--- config.mk ---
export PLATFORM = sky130hd
export DESIGN_NAME = pcg_counter_group_control
export DESIGN_NICKNAME = d
export VERILOG_FILES = /design/src/hdl/pcg_pkg.sv /design/src/hdl/pcg_counter_group_control.sv
export VERILOG_INCLUDE_DIRS = /design/src /design/src/hdl
export SDC_FILE = /design/constraint.sdc
export NUM_CORES = 1
export LEC_CHECK = 0
export BUFFER_PORTS_ARGS = -buffer_cell sky130_fd_sc_hd__buf_2
export CAP_MARGIN = 5
export CORE_MARGIN = 2
export CORE_UTILIZATION = 30
export DETAILED_ROUTE_END_ITERATION = 7
export GPL_TIMING_DRIVEN = 0
export PLACE_DENSITY = 0.59
export SETUP_SLACK_MARGIN = 0.15
export SYNTH_ARGS = -nofsm -noshare
export SYNTH_HDL_FRONTEND = slang
export SYNTH_SLANG_ARGS = --single-unit
export TNS_END_PERCENT = 20
--- constraint.sdc ---
create_clock -name mclk -period 4.76 [get_ports mclk]
set_input_delay 0.238 -clock mclk [delete_from_list [all_inputs] [get_ports mclk]]
set_output_delay 0.238 -clock mclk [all_outputs]
set_load 0.02 [all_outputs]
--- src/hdl/pcg_consts.svh ---
// Register offsets, field positions and reset values of the counter
// group control block. Assumes a 32-bit byte-addressed register bus.
`ifndef PCG_CONSTS_SVH
`define PCG_CONSTS_SVH

// ==================================================================
// Register map (byte offsets)
`define PCG_OFS_MONITOR_CONTROL 12'h000
`define PCG_OFS_WIDE_ID_CTRL 12'h004
`define PCG_OFS_GROUP_CONFIG 12'h100
`define PCG_OFS_STREAM_MATCH 12'h200
`define PCG_OFS_ENABLE_SET 12'h300
`define PCG_OFS_ENABLE_CLEAR 12'h380

// ==================================================================
// Field positions
`define PCG_CFG_TOTAL_HI 27
`define PCG_CFG_TOTAL_LO 24
`define PCG_CFG_TAG_HI 22
`define PCG_CFG_TAG_LO 16
`define PCG_CFG_EXPORT 12
`define PCG_CFG_ENABLE 11
`define PCG_CFG_REVEAL 10
`define PCG_CFG_FILT_HI 9
`define PCG_CFG_FILT_LO 8
`define PCG_CFG_INDEX_HI 7
`define PCG_CFG_INDEX_LO 0
`define PCG_SM_MASK_LO 16
`define PCG_MC_ENABLE 0
`define PCG_MC_EXPORT 4

// ==================================================================
// Reset values (unknown on the device; zero chosen)
`define PCG_RST_WORD 32'h0000_0000

`endif

--- src/hdl/pcg_pkg.sv ---
// Types of the counter group control block.
// Assumes pcg_consts.svh is compiled alongside.
`default_nettype none

package pcg_pkg;
    typedef enum logic [1:0] {
        PCG_FILT_GLOBAL = 2'h0,
        PCG_FILT_STREAM = 2'h1,
        PCG_FILT_BANK = 2'h2,
        PCG_FILT_RSVD = 2'h3
    } pcg_filter_e;

    typedef enum logic [1:0] {
        PCG_BUS_IDLE = 2'h1,
        PCG_BUS_ACK = 2'h2
    } pcg_bus_e;
endpackage

`default_nettype wire
--- src/hdl/pcg_counter_group_control.sv ---
// Configuration and enable control for a performance counter bank.
// Assumes a classic Wishbone master on mclk and event sources on mclk.
// Functional notes
// - Config bits 27:24 show group counter total
// - Config bits 22:16 show stream group tag
// - Config bit 12 is group event export
// - Config bit 11 is group count enable
// - Bank reveal bit exposes group to bank
// - Filter: global, stream, bank, reserved
// - Mask bit one excludes ID bit
// - Stream match low half holds ID
// - Unimplemented mask/ID bits read zero
// - Top mask/ID bits reserved without wide IDs
// - Clear register x maps counters x*32+j
// - Clear write one disables counter
// - Set write one enables counter
// - Set and clear share one state
// - Global enable off gates, keeps bits
// - All registers 32 bits, init first
// - Monitor control bit 0 global enable
`include "pcg_consts.svh"
`default_nettype none

module pcg_counter_group_control #(
    parameter int GROUPS = 4,
    parameter int COUNTERS = 16,
    parameter int ID_BITS = 16,
    parameter logic [3:0] GROUP_TOTAL = 4'h4,
    parameter logic [6:0] TAG_BASE = 7'h00
) (
    input wire logic mclk,
    input wire logic nrst,
    input wire logic wbCyc,
    input wire logic wbStb,
    input wire logic wbWe,
    input wire logic [11:0] wbAdr,
    input wire logic [3:0] wbSel,
    input wire logic [31:0] wbDatW,
    output logic [31:0] wbDatR,
    output logic wbAck,
    input wire logic [GROUPS-1:0] eventValid,
    input wire logic [GROUPS*16-1:0] eventStreamId,
    input wire logic [GROUPS*8-1:0] eventBank,
    output logic [COUNTERS-1:0] counterIncrement,
    output logic [GROUPS-1:0] groupExport,
    output logic [GROUPS-1:0] groupReveal,
    output logic [GROUPS*8-1:0] groupRevealBank,
    output logic globalEnable
);
    localparam int SETREGS = (COUNTERS + 31) / 32;
    localparam int GSW = (GROUPS > 1) ? $clog2(GROUPS) : 1;
    localparam logic [11:0] OFS_CFG = `PCG_OFS_GROUP_CONFIG;
    localparam logic [11:0] OFS_SM = `PCG_OFS_STREAM_MATCH;
    localparam logic [11:0] OFS_SET = `PCG_OFS_ENABLE_SET;
    localparam logic [11:0] OFS_CLR = `PCG_OFS_ENABLE_CLEAR;

    // ==============================================================
    // Implemented-bit masks
    function automatic logic [15:0] idMask(input logic wide);
        logic [15:0] m;
        m = '0;
        for (int i = 0; i < 16; i++) begin
            if (i < ID_BITS) begin
                m[i] = 1'b1;
            end
        end
        if (!wide) begin
            m[15] = 1'b0;
        end
        return m;
    endfunction

    function automatic logic [31:0] setMask(input int x);
        logic [31:0] m;
        m = '0;
        for (int j = 0; j < 32; j++) begin
            if (x * 32 + j < COUNTERS) begin
                m[j] = 1'b1;
            end
        end
        return m;
    endfunction

    function automatic logic [31:0] laneMask(input logic [3:0] sel);
        return {{8{sel[3]}}, {8{sel[2]}}, {8{sel[1]}}, {8{sel[0]}}};
    endfunction

    // ==============================================================
    // Address windows and configuration word
    // Group windows: 256 bytes, one word per group
    function automatic logic inPage(input logic [11:0] adr,
                                    input logic [11:0] base);
        return adr[11:8] == base[11:8];
    endfunction

    // Enable windows: 128 bytes, one word per 32 counters
    function automatic logic inHalfPage(input logic [11:0] adr,
                                        input logic [11:0] base);
        return adr[11:7] == base[11:7];
    endfunction

    function automatic logic [31:0] packCfg(input logic xp, input logic en,
                                            input logic rv,
                                            input logic [1:0] fs,
                                            input logic [7:0] ix);
        logic [31:0] w;
        w = 32'h0000_0000;
        w[`PCG_CFG_EXPORT] = xp;
        w[`PCG_CFG_ENABLE] = en;
        w[`PCG_CFG_REVEAL] = rv;
        w[`PCG_CFG_FILT_HI:`PCG_CFG_FILT_LO] = fs;
        w[`PCG_CFG_INDEX_HI:`PCG_CFG_INDEX_LO] = ix;
        return w;
    endfunction

    // ==============================================================
    // Bus slave: one registered ack per request, one cycle after it
    pcg_pkg::pcg_bus_e busState;
    logic req;
    logic wrStrobe;
    logic [31:0] wMask;
    logic [31:0] wData;
    logic [7:0] slot;
    logic [GSW-1:0] gSel;
    logic [4:0] wordSel;

    assign req = wbCyc && wbStb && (busState == pcg_pkg::PCG_BUS_IDLE);
    // Writes land on the edge at which the master sees ack
    assign wrStrobe = wbCyc && wbStb && wbWe && wbAck;
    assign wMask = laneMask(wbSel);
    assign wData = wbDatW & wMask;
    assign slot = {2'b00, wbAdr[7:2]};
    assign gSel = slot[GSW-1:0];
    assign wordSel = wbAdr[6:2];

    always_ff @(posedge mclk) begin
        if (!nrst) begin
            busState <= pcg_pkg::PCG_BUS_IDLE;
        end else begin
            unique case (busState)
                pcg_pkg::PCG_BUS_IDLE: begin
                    if (wbCyc && wbStb) begin
                        busState <= pcg_pkg::PCG_BUS_ACK;
                    end
                end
                pcg_pkg::PCG_BUS_ACK: begin
                    busState <= pcg_pkg::PCG_BUS_IDLE;
                end
                default: begin
                    busState <= pcg_pkg::PCG_BUS_IDLE;
                end
            endcase
        end
    end

    assign wbAck = (busState == pcg_pkg::PCG_BUS_ACK);

    // ==============================================================
    // Monitor control and wide stream ID control
    logic wideIdEnable;
    logic exportAll;

    always_ff @(posedge mclk) begin
        if (!nrst) begin
            globalEnable <= 1'b0;
            exportAll <= 1'b0;
        end else if (wrStrobe && wbAdr == `PCG_OFS_MONITOR_CONTROL
                     && wbSel[0]) begin
            globalEnable <= wbDatW[`PCG_MC_ENABLE];
            exportAll <= wbDatW[`PCG_MC_EXPORT];
        end
    end

    always_ff @(posedge mclk) begin
        if (!nrst) begin
            wideIdEnable <= 1'b0;
        end else if (wrStrobe && wbAdr == `PCG_OFS_WIDE_ID_CTRL
                     && wbSel[0]) begin
            wideIdEnable <= wbDatW[0];
        end
    end

    // ==============================================================
    // Per-group configuration and stream match
    logic [GROUPS-1:0] grpExport;
    logic [GROUPS-1:0] grpEnable;
    logic [GROUPS-1:0] grpReveal;
    logic [1:0] grpFilter [GROUPS];
    logic [7:0] grpIndex [GROUPS];
    logic [15:0] smMask [GROUPS];
    logic [15:0] smId [GROUPS];
    logic [GROUPS-1:0] groupPass;
    logic [15:0] liveMask;

    assign liveMask = idMask(wideIdEnable);

    genvar g;
    generate
        for (g = 0; g < GROUPS; g++) begin : gGroup
            logic cfgHit;
            logic smHit;
            logic [31:0] oldCfg;
            logic [31:0] newCfg;
            logic [31:0] newSm;
            logic [15:0] sid;
            logic [15:0] cmpMask;

            assign cfgHit = wrStrobe && inPage(wbAdr, OFS_CFG)
                && slot == 8'(g);
            assign smHit = wrStrobe && inPage(wbAdr, OFS_SM)
                && slot == 8'(g);
            assign oldCfg = packCfg(grpExport[g], grpEnable[g],
                grpReveal[g], grpFilter[g], grpIndex[g]);
            assign newCfg = (oldCfg & ~wMask) | wData;
            assign newSm = ({smMask[g], smId[g]} & ~wMask) | wData;

            // Total and tag fields have no storage: writes are lost
            always_ff @(posedge mclk) begin
                if (!nrst) begin
                    grpExport[g] <= 1'b0;
                    grpEnable[g] <= 1'b0;
                    grpReveal[g] <= 1'b0;
                    grpFilter[g] <= 2'h0;
                    grpIndex[g] <= 8'h00;
                end else if (cfgHit) begin
                    grpExport[g] <= newCfg[`PCG_CFG_EXPORT];
                    grpEnable[g] <= newCfg[`PCG_CFG_ENABLE];
                    grpReveal[g] <= newCfg[`PCG_CFG_REVEAL];
                    grpFilter[g] <=
                        newCfg[`PCG_CFG_FILT_HI:`PCG_CFG_FILT_LO];
                    grpIndex[g] <=
                        newCfg[`PCG_CFG_INDEX_HI:`PCG_CFG_INDEX_LO];
                end
            end

            always_ff @(posedge mclk) begin
                if (!nrst) begin
                    smMask[g] <= 16'h0000;
                    smId[g] <= 16'h0000;
                end else if (smHit) begin
                    smMask[g] <= newSm[31:16] & idMask(1'b1);
                    smId[g] <= newSm[15:0] & idMask(1'b1);
                end
            end

            assign sid = eventStreamId[g*16 +: 16];
            assign cmpMask = ~smMask[g] & liveMask;

            always_comb begin
                unique case (pcg_pkg::pcg_filter_e'(grpFilter[g]))
                    pcg_pkg::PCG_FILT_GLOBAL: groupPass[g] = 1'b1;
                    pcg_pkg::PCG_FILT_STREAM:
                        groupPass[g] = ((sid ^ smId[g]) & cmpMask) == '0;
                    pcg_pkg::PCG_FILT_BANK:
                        groupPass[g] = eventBank[g*8 +: 8] == grpIndex[g];
                    default: groupPass[g] = 1'b0;
                endcase
            end

            assign groupExport[g] = grpExport[g] & exportAll;
            assign groupReveal[g] = grpReveal[g];
            assign groupRevealBank[g*8 +: 8] = grpIndex[g];
        end
    endgenerate

    // ==============================================================
    // Shared per-counter enable state
    logic [SETREGS*32-1:0] cntEnable;

    genvar x;
    generate
        for (x = 0; x < SETREGS; x++) begin : gSet
            logic setHit;
            logic clrHit;
            assign setHit = wrStrobe && inHalfPage(wbAdr, OFS_SET)
                && wordSel == 5'(x);
            assign clrHit = wrStrobe && inHalfPage(wbAdr, OFS_CLR)
                && wordSel == 5'(x);
            always_ff @(posedge mclk) begin
                if (!nrst) begin
                    cntEnable[x*32 +: 32] <= `PCG_RST_WORD;
                end else if (setHit) begin
                    cntEnable[x*32 +: 32] <= (cntEnable[x*32 +: 32]
                        | wData) & setMask(x);
                end else if (clrHit) begin
                    cntEnable[x*32 +: 32] <= cntEnable[x*32 +: 32]
                        & ~wData & setMask(x);
                end
            end
        end
    endgenerate

    // ==============================================================
    // Counter increment qualification
    genvar c;
    generate
        for (c = 0; c < COUNTERS; c++) begin : gCnt
            localparam int G = (c * GROUPS) / COUNTERS;
            assign counterIncrement[c] = globalEnable && grpEnable[G]
                && cntEnable[c] && eventValid[G] && groupPass[G];
        end
    endgenerate

    // ==============================================================
    // Read data: word chosen now, held from the taken edge
    logic [31:0] next_wbDatR;

    always_comb begin
        next_wbDatR = 32'h0000_0000;
        if (wbAdr == `PCG_OFS_MONITOR_CONTROL) begin
            next_wbDatR = {27'h0, exportAll, 3'h0, globalEnable};
        end else if (wbAdr == `PCG_OFS_WIDE_ID_CTRL) begin
            next_wbDatR = {31'h0, wideIdEnable};
        end else if (inPage(wbAdr, OFS_CFG) && slot < 8'(GROUPS)) begin
            next_wbDatR = packCfg(grpExport[gSel], grpEnable[gSel],
                grpReveal[gSel], grpFilter[gSel], grpIndex[gSel]);
            next_wbDatR[`PCG_CFG_TOTAL_HI:`PCG_CFG_TOTAL_LO] =
                GROUP_TOTAL;
            next_wbDatR[`PCG_CFG_TAG_HI:`PCG_CFG_TAG_LO] =
                7'(TAG_BASE + 7'(slot));
        end else if (inPage(wbAdr, OFS_SM) && slot < 8'(GROUPS)) begin
            next_wbDatR = {smMask[gSel], smId[gSel]};
        end else if ((inHalfPage(wbAdr, OFS_SET)
                      || inHalfPage(wbAdr, OFS_CLR))
                     && wordSel < 5'(SETREGS)) begin
            // Both windows show the one shared state
            next_wbDatR = cntEnable[wordSel*32 +: 32];
        end
    end

    always_ff @(posedge mclk) begin
        if (!nrst) begin
            wbDatR <= 32'h0000_0000;
        end else if (req && !wbWe) begin
            wbDatR <= next_wbDatR;
        end
    end

endmodule

`default_nettype wire

==> impl_metrics.env, run 1 <==
export IMPL_synth_edff_count=168
export IMPL_synth_flop_cell="edfxtp_1"
export IMPL_dr_first_iter_drc_count=1365
export IMPL_setup_tns_ps=0
export IMPL_avgSynthCellArea_um2=10.9
export IMPL_startpoint="grpIndex[3][0]$_SDFFCE_PN0P_"
export IMPL_io_pins=243
export IMPL_drv_slew=0
export IMPL_fp_dieW_um=211
export IMPL_skew_ps=9.63
export IMPL_drive_gt1_frac=0.287
export IMPL_p_per_area_nw_per_um2=314
export IMPL_setup_worst_path_end="counterIncrement[15]"
export IMPL_drt_total_wl_um=52800
export IMPL_grt_pass1_vias=10914
export IMPL_crit_chain="xnor2_1 -> nand4_1 -> o41ai_1 -> nand4_1 -> nor3b_1 -> buf_2"
export IMPL_htree_levels=1
export IMPL_critical_path_class="reg2out"
export IMPL_crit_top_cell="nand4_1"
export IMPL_fin_crit_ps=3310
export IMPL_root_buffer="clkbuf_16"
export IMPL_wire_per_inst_um=26.2
export IMPL_slowest_delay_ps=650
export IMPL_grt_pass1_wl_um=75100
export IMPL_grt_max_degree=20
export IMPL_vdd_drop_max_v=0.000224
export IMPL_core_area_um2=42100
export IMPL_clk_pin_slew_ps=60
export IMPL_initial_core_util=0.305
export IMPL_holdWs_ps=5.41
export IMPL_fin_crit_sh=0.694
export IMPL_synth_warnings=0
export IMPL_clock_sinks=233
export IMPL_port_buffers=237
export IMPL_ys_seq_area_frac=0.493
export IMPL_rr_worst_depth=5
export IMPL_fp_row_count=75
export IMPL_clock_fmax_mhz=303
export IMPL_worst_ep_required_time_ps=4520
export IMPL_rsz0062_at_grt="false"
export IMPL_synthToLayoutAreaGrowth_pct=23.1
export IMPL_post_route_drc_count=0
export IMPL_final_cell_mix="buf_2 (260), a21oi_1 (168), edfxtp_1 (168)"
export IMPL_grt_usage=0.231
export IMPL_synth_fp_nets=1329
export IMPL_power_mw=4.98
export IMPL_endpoint_kind="output pin"
export IMPL_fp_dieH_um=211
export IMPL_tightest_slew_ps=906
export IMPL_synth_seq_cells=233
export IMPL_cts_tree="built"
export IMPL_fin_ws_ps=1450
export IMPL_via_per_inst=5.63
export IMPL_critPathMaxFanout=4
export IMPL_cts_resized=0
export IMPL_clockBufferDepth=3
export IMPL_hold_viol=0
export IMPL_slowest_stage="o41ai_1"
export IMPL_min_path_type="in2reg"
export IMPL_grt_antenna_before_repair=3
export IMPL_cp_start_kind="register"
export IMPL_crit_arrival_ps=3070
export IMPL_postSynthCellCount=1176
export IMPL_overflow=0
export IMPL_ant_nets=0
export IMPL_fillerInstances=4241
export IMPL_final_common_cell="buf_2"
export IMPL_drv_cap=0
export IMPL_dpl_worst_slack_ps=1710
export IMPL_async_reset_ff_frac=0
export IMPL_timing_rr_end="smMask[0][9]$_SDFFCE_PN0P_"
export IMPL_slew_headroom=0.396
export IMPL_dp_hpwl_um=41100
export IMPL_worst_path_buf_inv=1
export IMPL_vias=11333
export IMPL_drt_pass1_iterations=6
export IMPL_syn_area_um2=12900
export IMPL_fin_nets=1604
export IMPL_run_status="finished, final reports clean"
export IMPL_p_leak_nw=5.74
export IMPL_numCtsBuffers=26
export IMPL_yosysUniqueCellTypes=62
export IMPL_path_depth=6
export IMPL_r2r_slack_ps=2340
export IMPL_globalplace_congestion=1.01
export IMPL_whs_path_depth=3
export IMPL_setup_violations=0
export IMPL_critPathTopFamily="simple AND/OR/NAND/NOR gates"
export IMPL_clk_latency_ps=540
export IMPL_dieArea_um2=44600
export IMPL_worstReg2RegStart="busState[0]$_SDFFE_PN1P_"
-- synth_stat cells (all sizes together) (2+ instances only) --
master,n,area (µm²)
a21boi,12,90.1
a21oi,168,841
a22o,16,140
a22oi,28,210
a31oi,5,31.3
a32o,3,30.0
and2,9,56.3
and3,2,12.5
and4,2,17.5
and4b,2,20.0
buf,64,430
clkbuf,39,148
dfxtp,65,1300
edfxtp,168,5040
inv,6,22.5
mux2i,3,30.0
mux4,45,1010
nand2,125,474
nand2b,102,638
nand3,11,70.1
nand3b,4,33.8
nand4,13,81.3
nor2,28,110
nor2b,14,87.6
nor3,9,67.6
nor3b,6,56.3
nor4,9,92.6
nor4b,3,47.5
o21ai,38,190
o21bai,16,120
o22ai,28,175
o2bb2ai,4,35.0
o311a,16,160
o32ai,2,17.5
o41ai,3,26.3
or3,2,12.5
or4,3,30.0
xnor2,85,744
xor2,11,96.3
-- layer usage --
metal,share of wire,track usage
met1,0.41,0.323
met2,0.45,0.359
met3,0.099,0.0419
met4,0.033,0.0789
met5,0,0
-- area by class of cell --
class / instances / area (µm²) / area share
antenna: 3 / 7.51 / 0.000474
timing repair buffer: 247 / 1340 / 0.0848
tap: 539 / 674 / 0.0426
buffer: 103 / 578 / 0.0365
clock inverter: 16 / 163 / 0.0103
inverter: 7 / 26.3 / 0.00166
multi-input combinational: 833 / 5960 / 0.376
sequential: 233 / 6350 / 0.401
clock buffer: 32 / 734 / 0.0464
-- what timing repair did --
action / CTS / global route
setup endpoints to repair: 0 / 0
buffers inserted: 0 / 0
hold buffers: 2 / 0
hold endpoints to repair: 4 / 0
-- cell families after synthesis --
family / after synthesis / share of synthesized area
simple gates: 347 / 0.151
compound gates: 342 / 0.163
flops: 233 / 0.493
buf+inv: 110 / 0.0470
xor+xnor: 96 / 0.0654
mux: 48 / 0.0811
-- where the power goes --
group	switching (mW)	leakage, nW	internal, mW	total (mW)
Sequential	0.0636	2.26	2.22	2.28
Combinational	0.339	3.04	0.227	0.566
Clock	0.872	0.438	1.26	2.13
-- worst reg2reg max path, cell delays in order (launching register included) --
cell and delay, ps:
dfxtp_1 310, and4b_1 320, and2_1 220, nand2_1 250, o21ai_4 750, buf_16 260
-- worst min-delay path by stage --
stage / slack (ps) / start / end
after floorplan: 370 / wbDatW[10] / register
after global placement: 460 / wbDatR[30]$_SDFFE_PN0P_ / wbDatR[30]$_SDFFE_PN0P_
after detailed placement: 460 / wbDatR[21]$_SDFFE_PN0P_ / wbDatR[21]$_SDFFE_PN0P_
after CTS: 4 / wbDatW[12] / register
after global routing: 20 / wbDatW[12] / register
final: 5 / wbDatW[12] / register
-- stage by stage --
| stage | utilization | instances | instance area (µm²) |
|---|---|---|---|
| 2_1_floorplan | - | 1176 | 12900 |
| 3_3_place_gp | 0.349 | 1952 | 14700 |
| 3_5_place_dp | 0.354 | 1960 | 14900 |
| 4_1_cts | 0.376 | 2010 | 15800 |
| 5_1_grt | 0.376 | 2012 | 15800 |
| 6_report | 0.376 | 2013 | 15800 |
No activity file was read; power rests on OpenSTA's default activity.
==> run 2: changes to the inputs <==
Settings changed: PLACE_DENSITY 0.59 to 0.61.
Clock period 4.76 ns to 2.8 ns, I/O delays scaled along.
==> impl_metrics.env, run 2 (same netlist as run 1, synthesis figures left out) <==
export IMPL_min_from="wbDatW[24]"
export IMPL_r2r_slack_ps=380
export IMPL_worst_ep_required_time_ps=2660
export IMPL_final_common_cell="buf_2"
export IMPL_vias=11356
export IMPL_cts_tree="built"
export IMPL_dieArea_um2=44600
export IMPL_vdd_drop_max_v=0.000399
export IMPL_post_route_drc_count=0
export IMPL_critPathMaxFanout=4
export IMPL_placed_cell_area_um2=14900
export IMPL_grt_pass1_wl_um=74900
export IMPL_cp_start_kind="register"
export IMPL_fin_crit_sh=1.01
export IMPL_critical_path_class="reg2out"
export IMPL_fin_nets=1620
export IMPL_htree_levels=1
export IMPL_whs_path_depth=3
export IMPL_fin_crit_ps=2840
export IMPL_grt_pass1_vias=11048
export IMPL_clk_pin_slew_ps=70
export IMPL_rsz0062_at_grt="true"
export IMPL_ant_nets=0
export IMPL_dr_first_iter_drc_count=1413
export IMPL_drv_cap=0
export IMPL_fp_row_count=75
export IMPL_clockBufferDepth=3
export IMPL_root_buffer="clkbuf_16"
export IMPL_via_per_inst=5.60
export IMPL_grt_antenna_before_repair=2
export IMPL_drt_pass1_iterations=6
export IMPL_skew_ps=21.9
export IMPL_violations="negative setup slack"
export IMPL_setup_violations=4
export IMPL_crit_arrival_ps=2700
export IMPL_rr_worst_depth=5
export IMPL_final_cell_mix="buf_2 (252), a21oi_1 (168), edfxtp_1 (168)"
export IMPL_slew_headroom=0.400
export IMPL_p_leak_nw=5.92
export IMPL_hold_viol=0
export IMPL_synthToLayoutAreaGrowth_pct=26.2
export IMPL_io_pins=243
export IMPL_numCtsBuffers=25
export IMPL_hold_end="smMask[3][8]$_SDFFCE_PN0P_"
export IMPL_core_area_um2=42100
export IMPL_dpl_worst_slack_ps=-119
export IMPL_port_buffers=237
export IMPL_globalplace_congestion=1.01
export IMPL_drive_gt1_frac=0.310
export IMPL_drv_slew=0
export IMPL_fp_dieW_um=211
export IMPL_drt_total_wl_um=52900
export IMPL_run_status="finished, violations left"
export IMPL_dp_hpwl_um=40800
export IMPL_finish_instance_area_um2=16200
export IMPL_wire_per_inst_um=26.1
export IMPL_grt_usage=0.230
export IMPL_p_per_area_nw_per_um2=501
export IMPL_clk_latency_ps=550
export IMPL_endpoint_kind="output pin"
export IMPL_fin_ws_ps=-41.2
export IMPL_grt_max_degree=23
export IMPL_fp_dieH_um=211
export IMPL_tightest_slew_ps=894
export IMPL_clock_fmax_mhz=352
export IMPL_clock_sinks=233
export IMPL_initial_core_util=0.305
export IMPL_min_path_type="in2reg"
export IMPL_timing_rr_end="smId[2][12]$_SDFFCE_PN0P_"
export IMPL_worstReg2RegStart="busState[0]$_SDFFE_PN1P_"
export IMPL_overflow=0
-- run 2: cell count changes in the layout (fill, tap and decap cells not counted), sizes merged --
cell	change
bufinv	-3
diode	-1
inv	+1
clkinv	-7
clkinvlp	-3
dlygate4sd3	+3
buf	+14
clkbuf	+10
-- run 2: where the power goes --
part / internal [mW] / switching (mW)
combinational: 0.407 / 0.596
sequential: 3.78 / 0.110
clock: 1.82 / 1.42
total: 6.00 / 2.12
-- run 2: worst max path at each step --
stage | from | to | slack, ps | depth (start not counted)
finish | smId[1][6]$_SDFFCE_PN0P_ | counterIncrement[4] | -40 | 6
global route | smId[1][14]$_SDFFCE_PN0P_ | counterIncrement[6] | -100 | 6
CTS | smId[1][14]$_SDFFCE_PN0P_ | counterIncrement[4] | -100 | 6
detailed placement | wbAdr[3] | smMask[2][9]$_SDFFCE_PN0P_ | -120 | 7
global placement | wbAdr[3] | smMask[2][8]$_SDFFCE_PN0P_ | -2060 | 6
floorplan | wbAdr[2] | smId[2][0]$_SDFFCE_PN0P_ | -40 | 5
-- run 2: repair_timing --
| item | in CTS | in global routing |
|---|---|---|
| endpoints found under the setup margin | 14 | 16 |
| cloned | 0 | 0 |
| setup buffers | 12 | 2 |
| resized for setup | 54 | 8 |
| pin swaps | 15 | 14 |
| hold endpoints to repair | 15 | 0 |
| hold buffers | 5 | 0 |
-- run 2: stage by stage --
step	hold WS (ps)	util	TNS (ps)	cells	power (mW)
after floorplan	275	-	-1300	1176	4.42
after global placement	435	0.350	-220170	1952	4.87
after detailed placement	442	0.353	-2070	1960	4.89
after CTS	28.0	0.383	-388	2023	8.10
after global routing	68.8	0.385	-386	2027	8.32
final	31.3	0.385	-118	2027	8.13
-- run 2: area by class of cell --
| class | count | area (µm²) |
|---|---|---|
| multi-input cells | 833 | 6300 |
| flip-flops and latches | 233 | 6350 |
| repair buffers | 264 | 1530 |
| plain buffers | 103 | 578 |
| diodes | 2 | 5.00 |
| clock buffers | 42 | 752 |
| clock inverters | 4 | 23.8 |
| inverters | 7 | 26.3 |
| fillers | 4137 | 25900 |
| well taps | 539 | 674 |
-- run 2: routing by layer --
| layer | wire length, µm | GRT usage |
|---|---|---|
| met3 | 5480 | 0.0465 |
| met2 | 23700 | 0.355 |
| met4 | 2230 | 0.101 |
| met5 | 0 | 0 |
| met1 | 21500 | 0.313 |
-- run 2: critical path, cell delays in order (launching register included) --
cell	delay, ps
edfxtp_1	430
xnor2_2	210
o22ai_1	130
or4_1	530
or4_4	530
o2bb2ai_4	190
buf_6	140
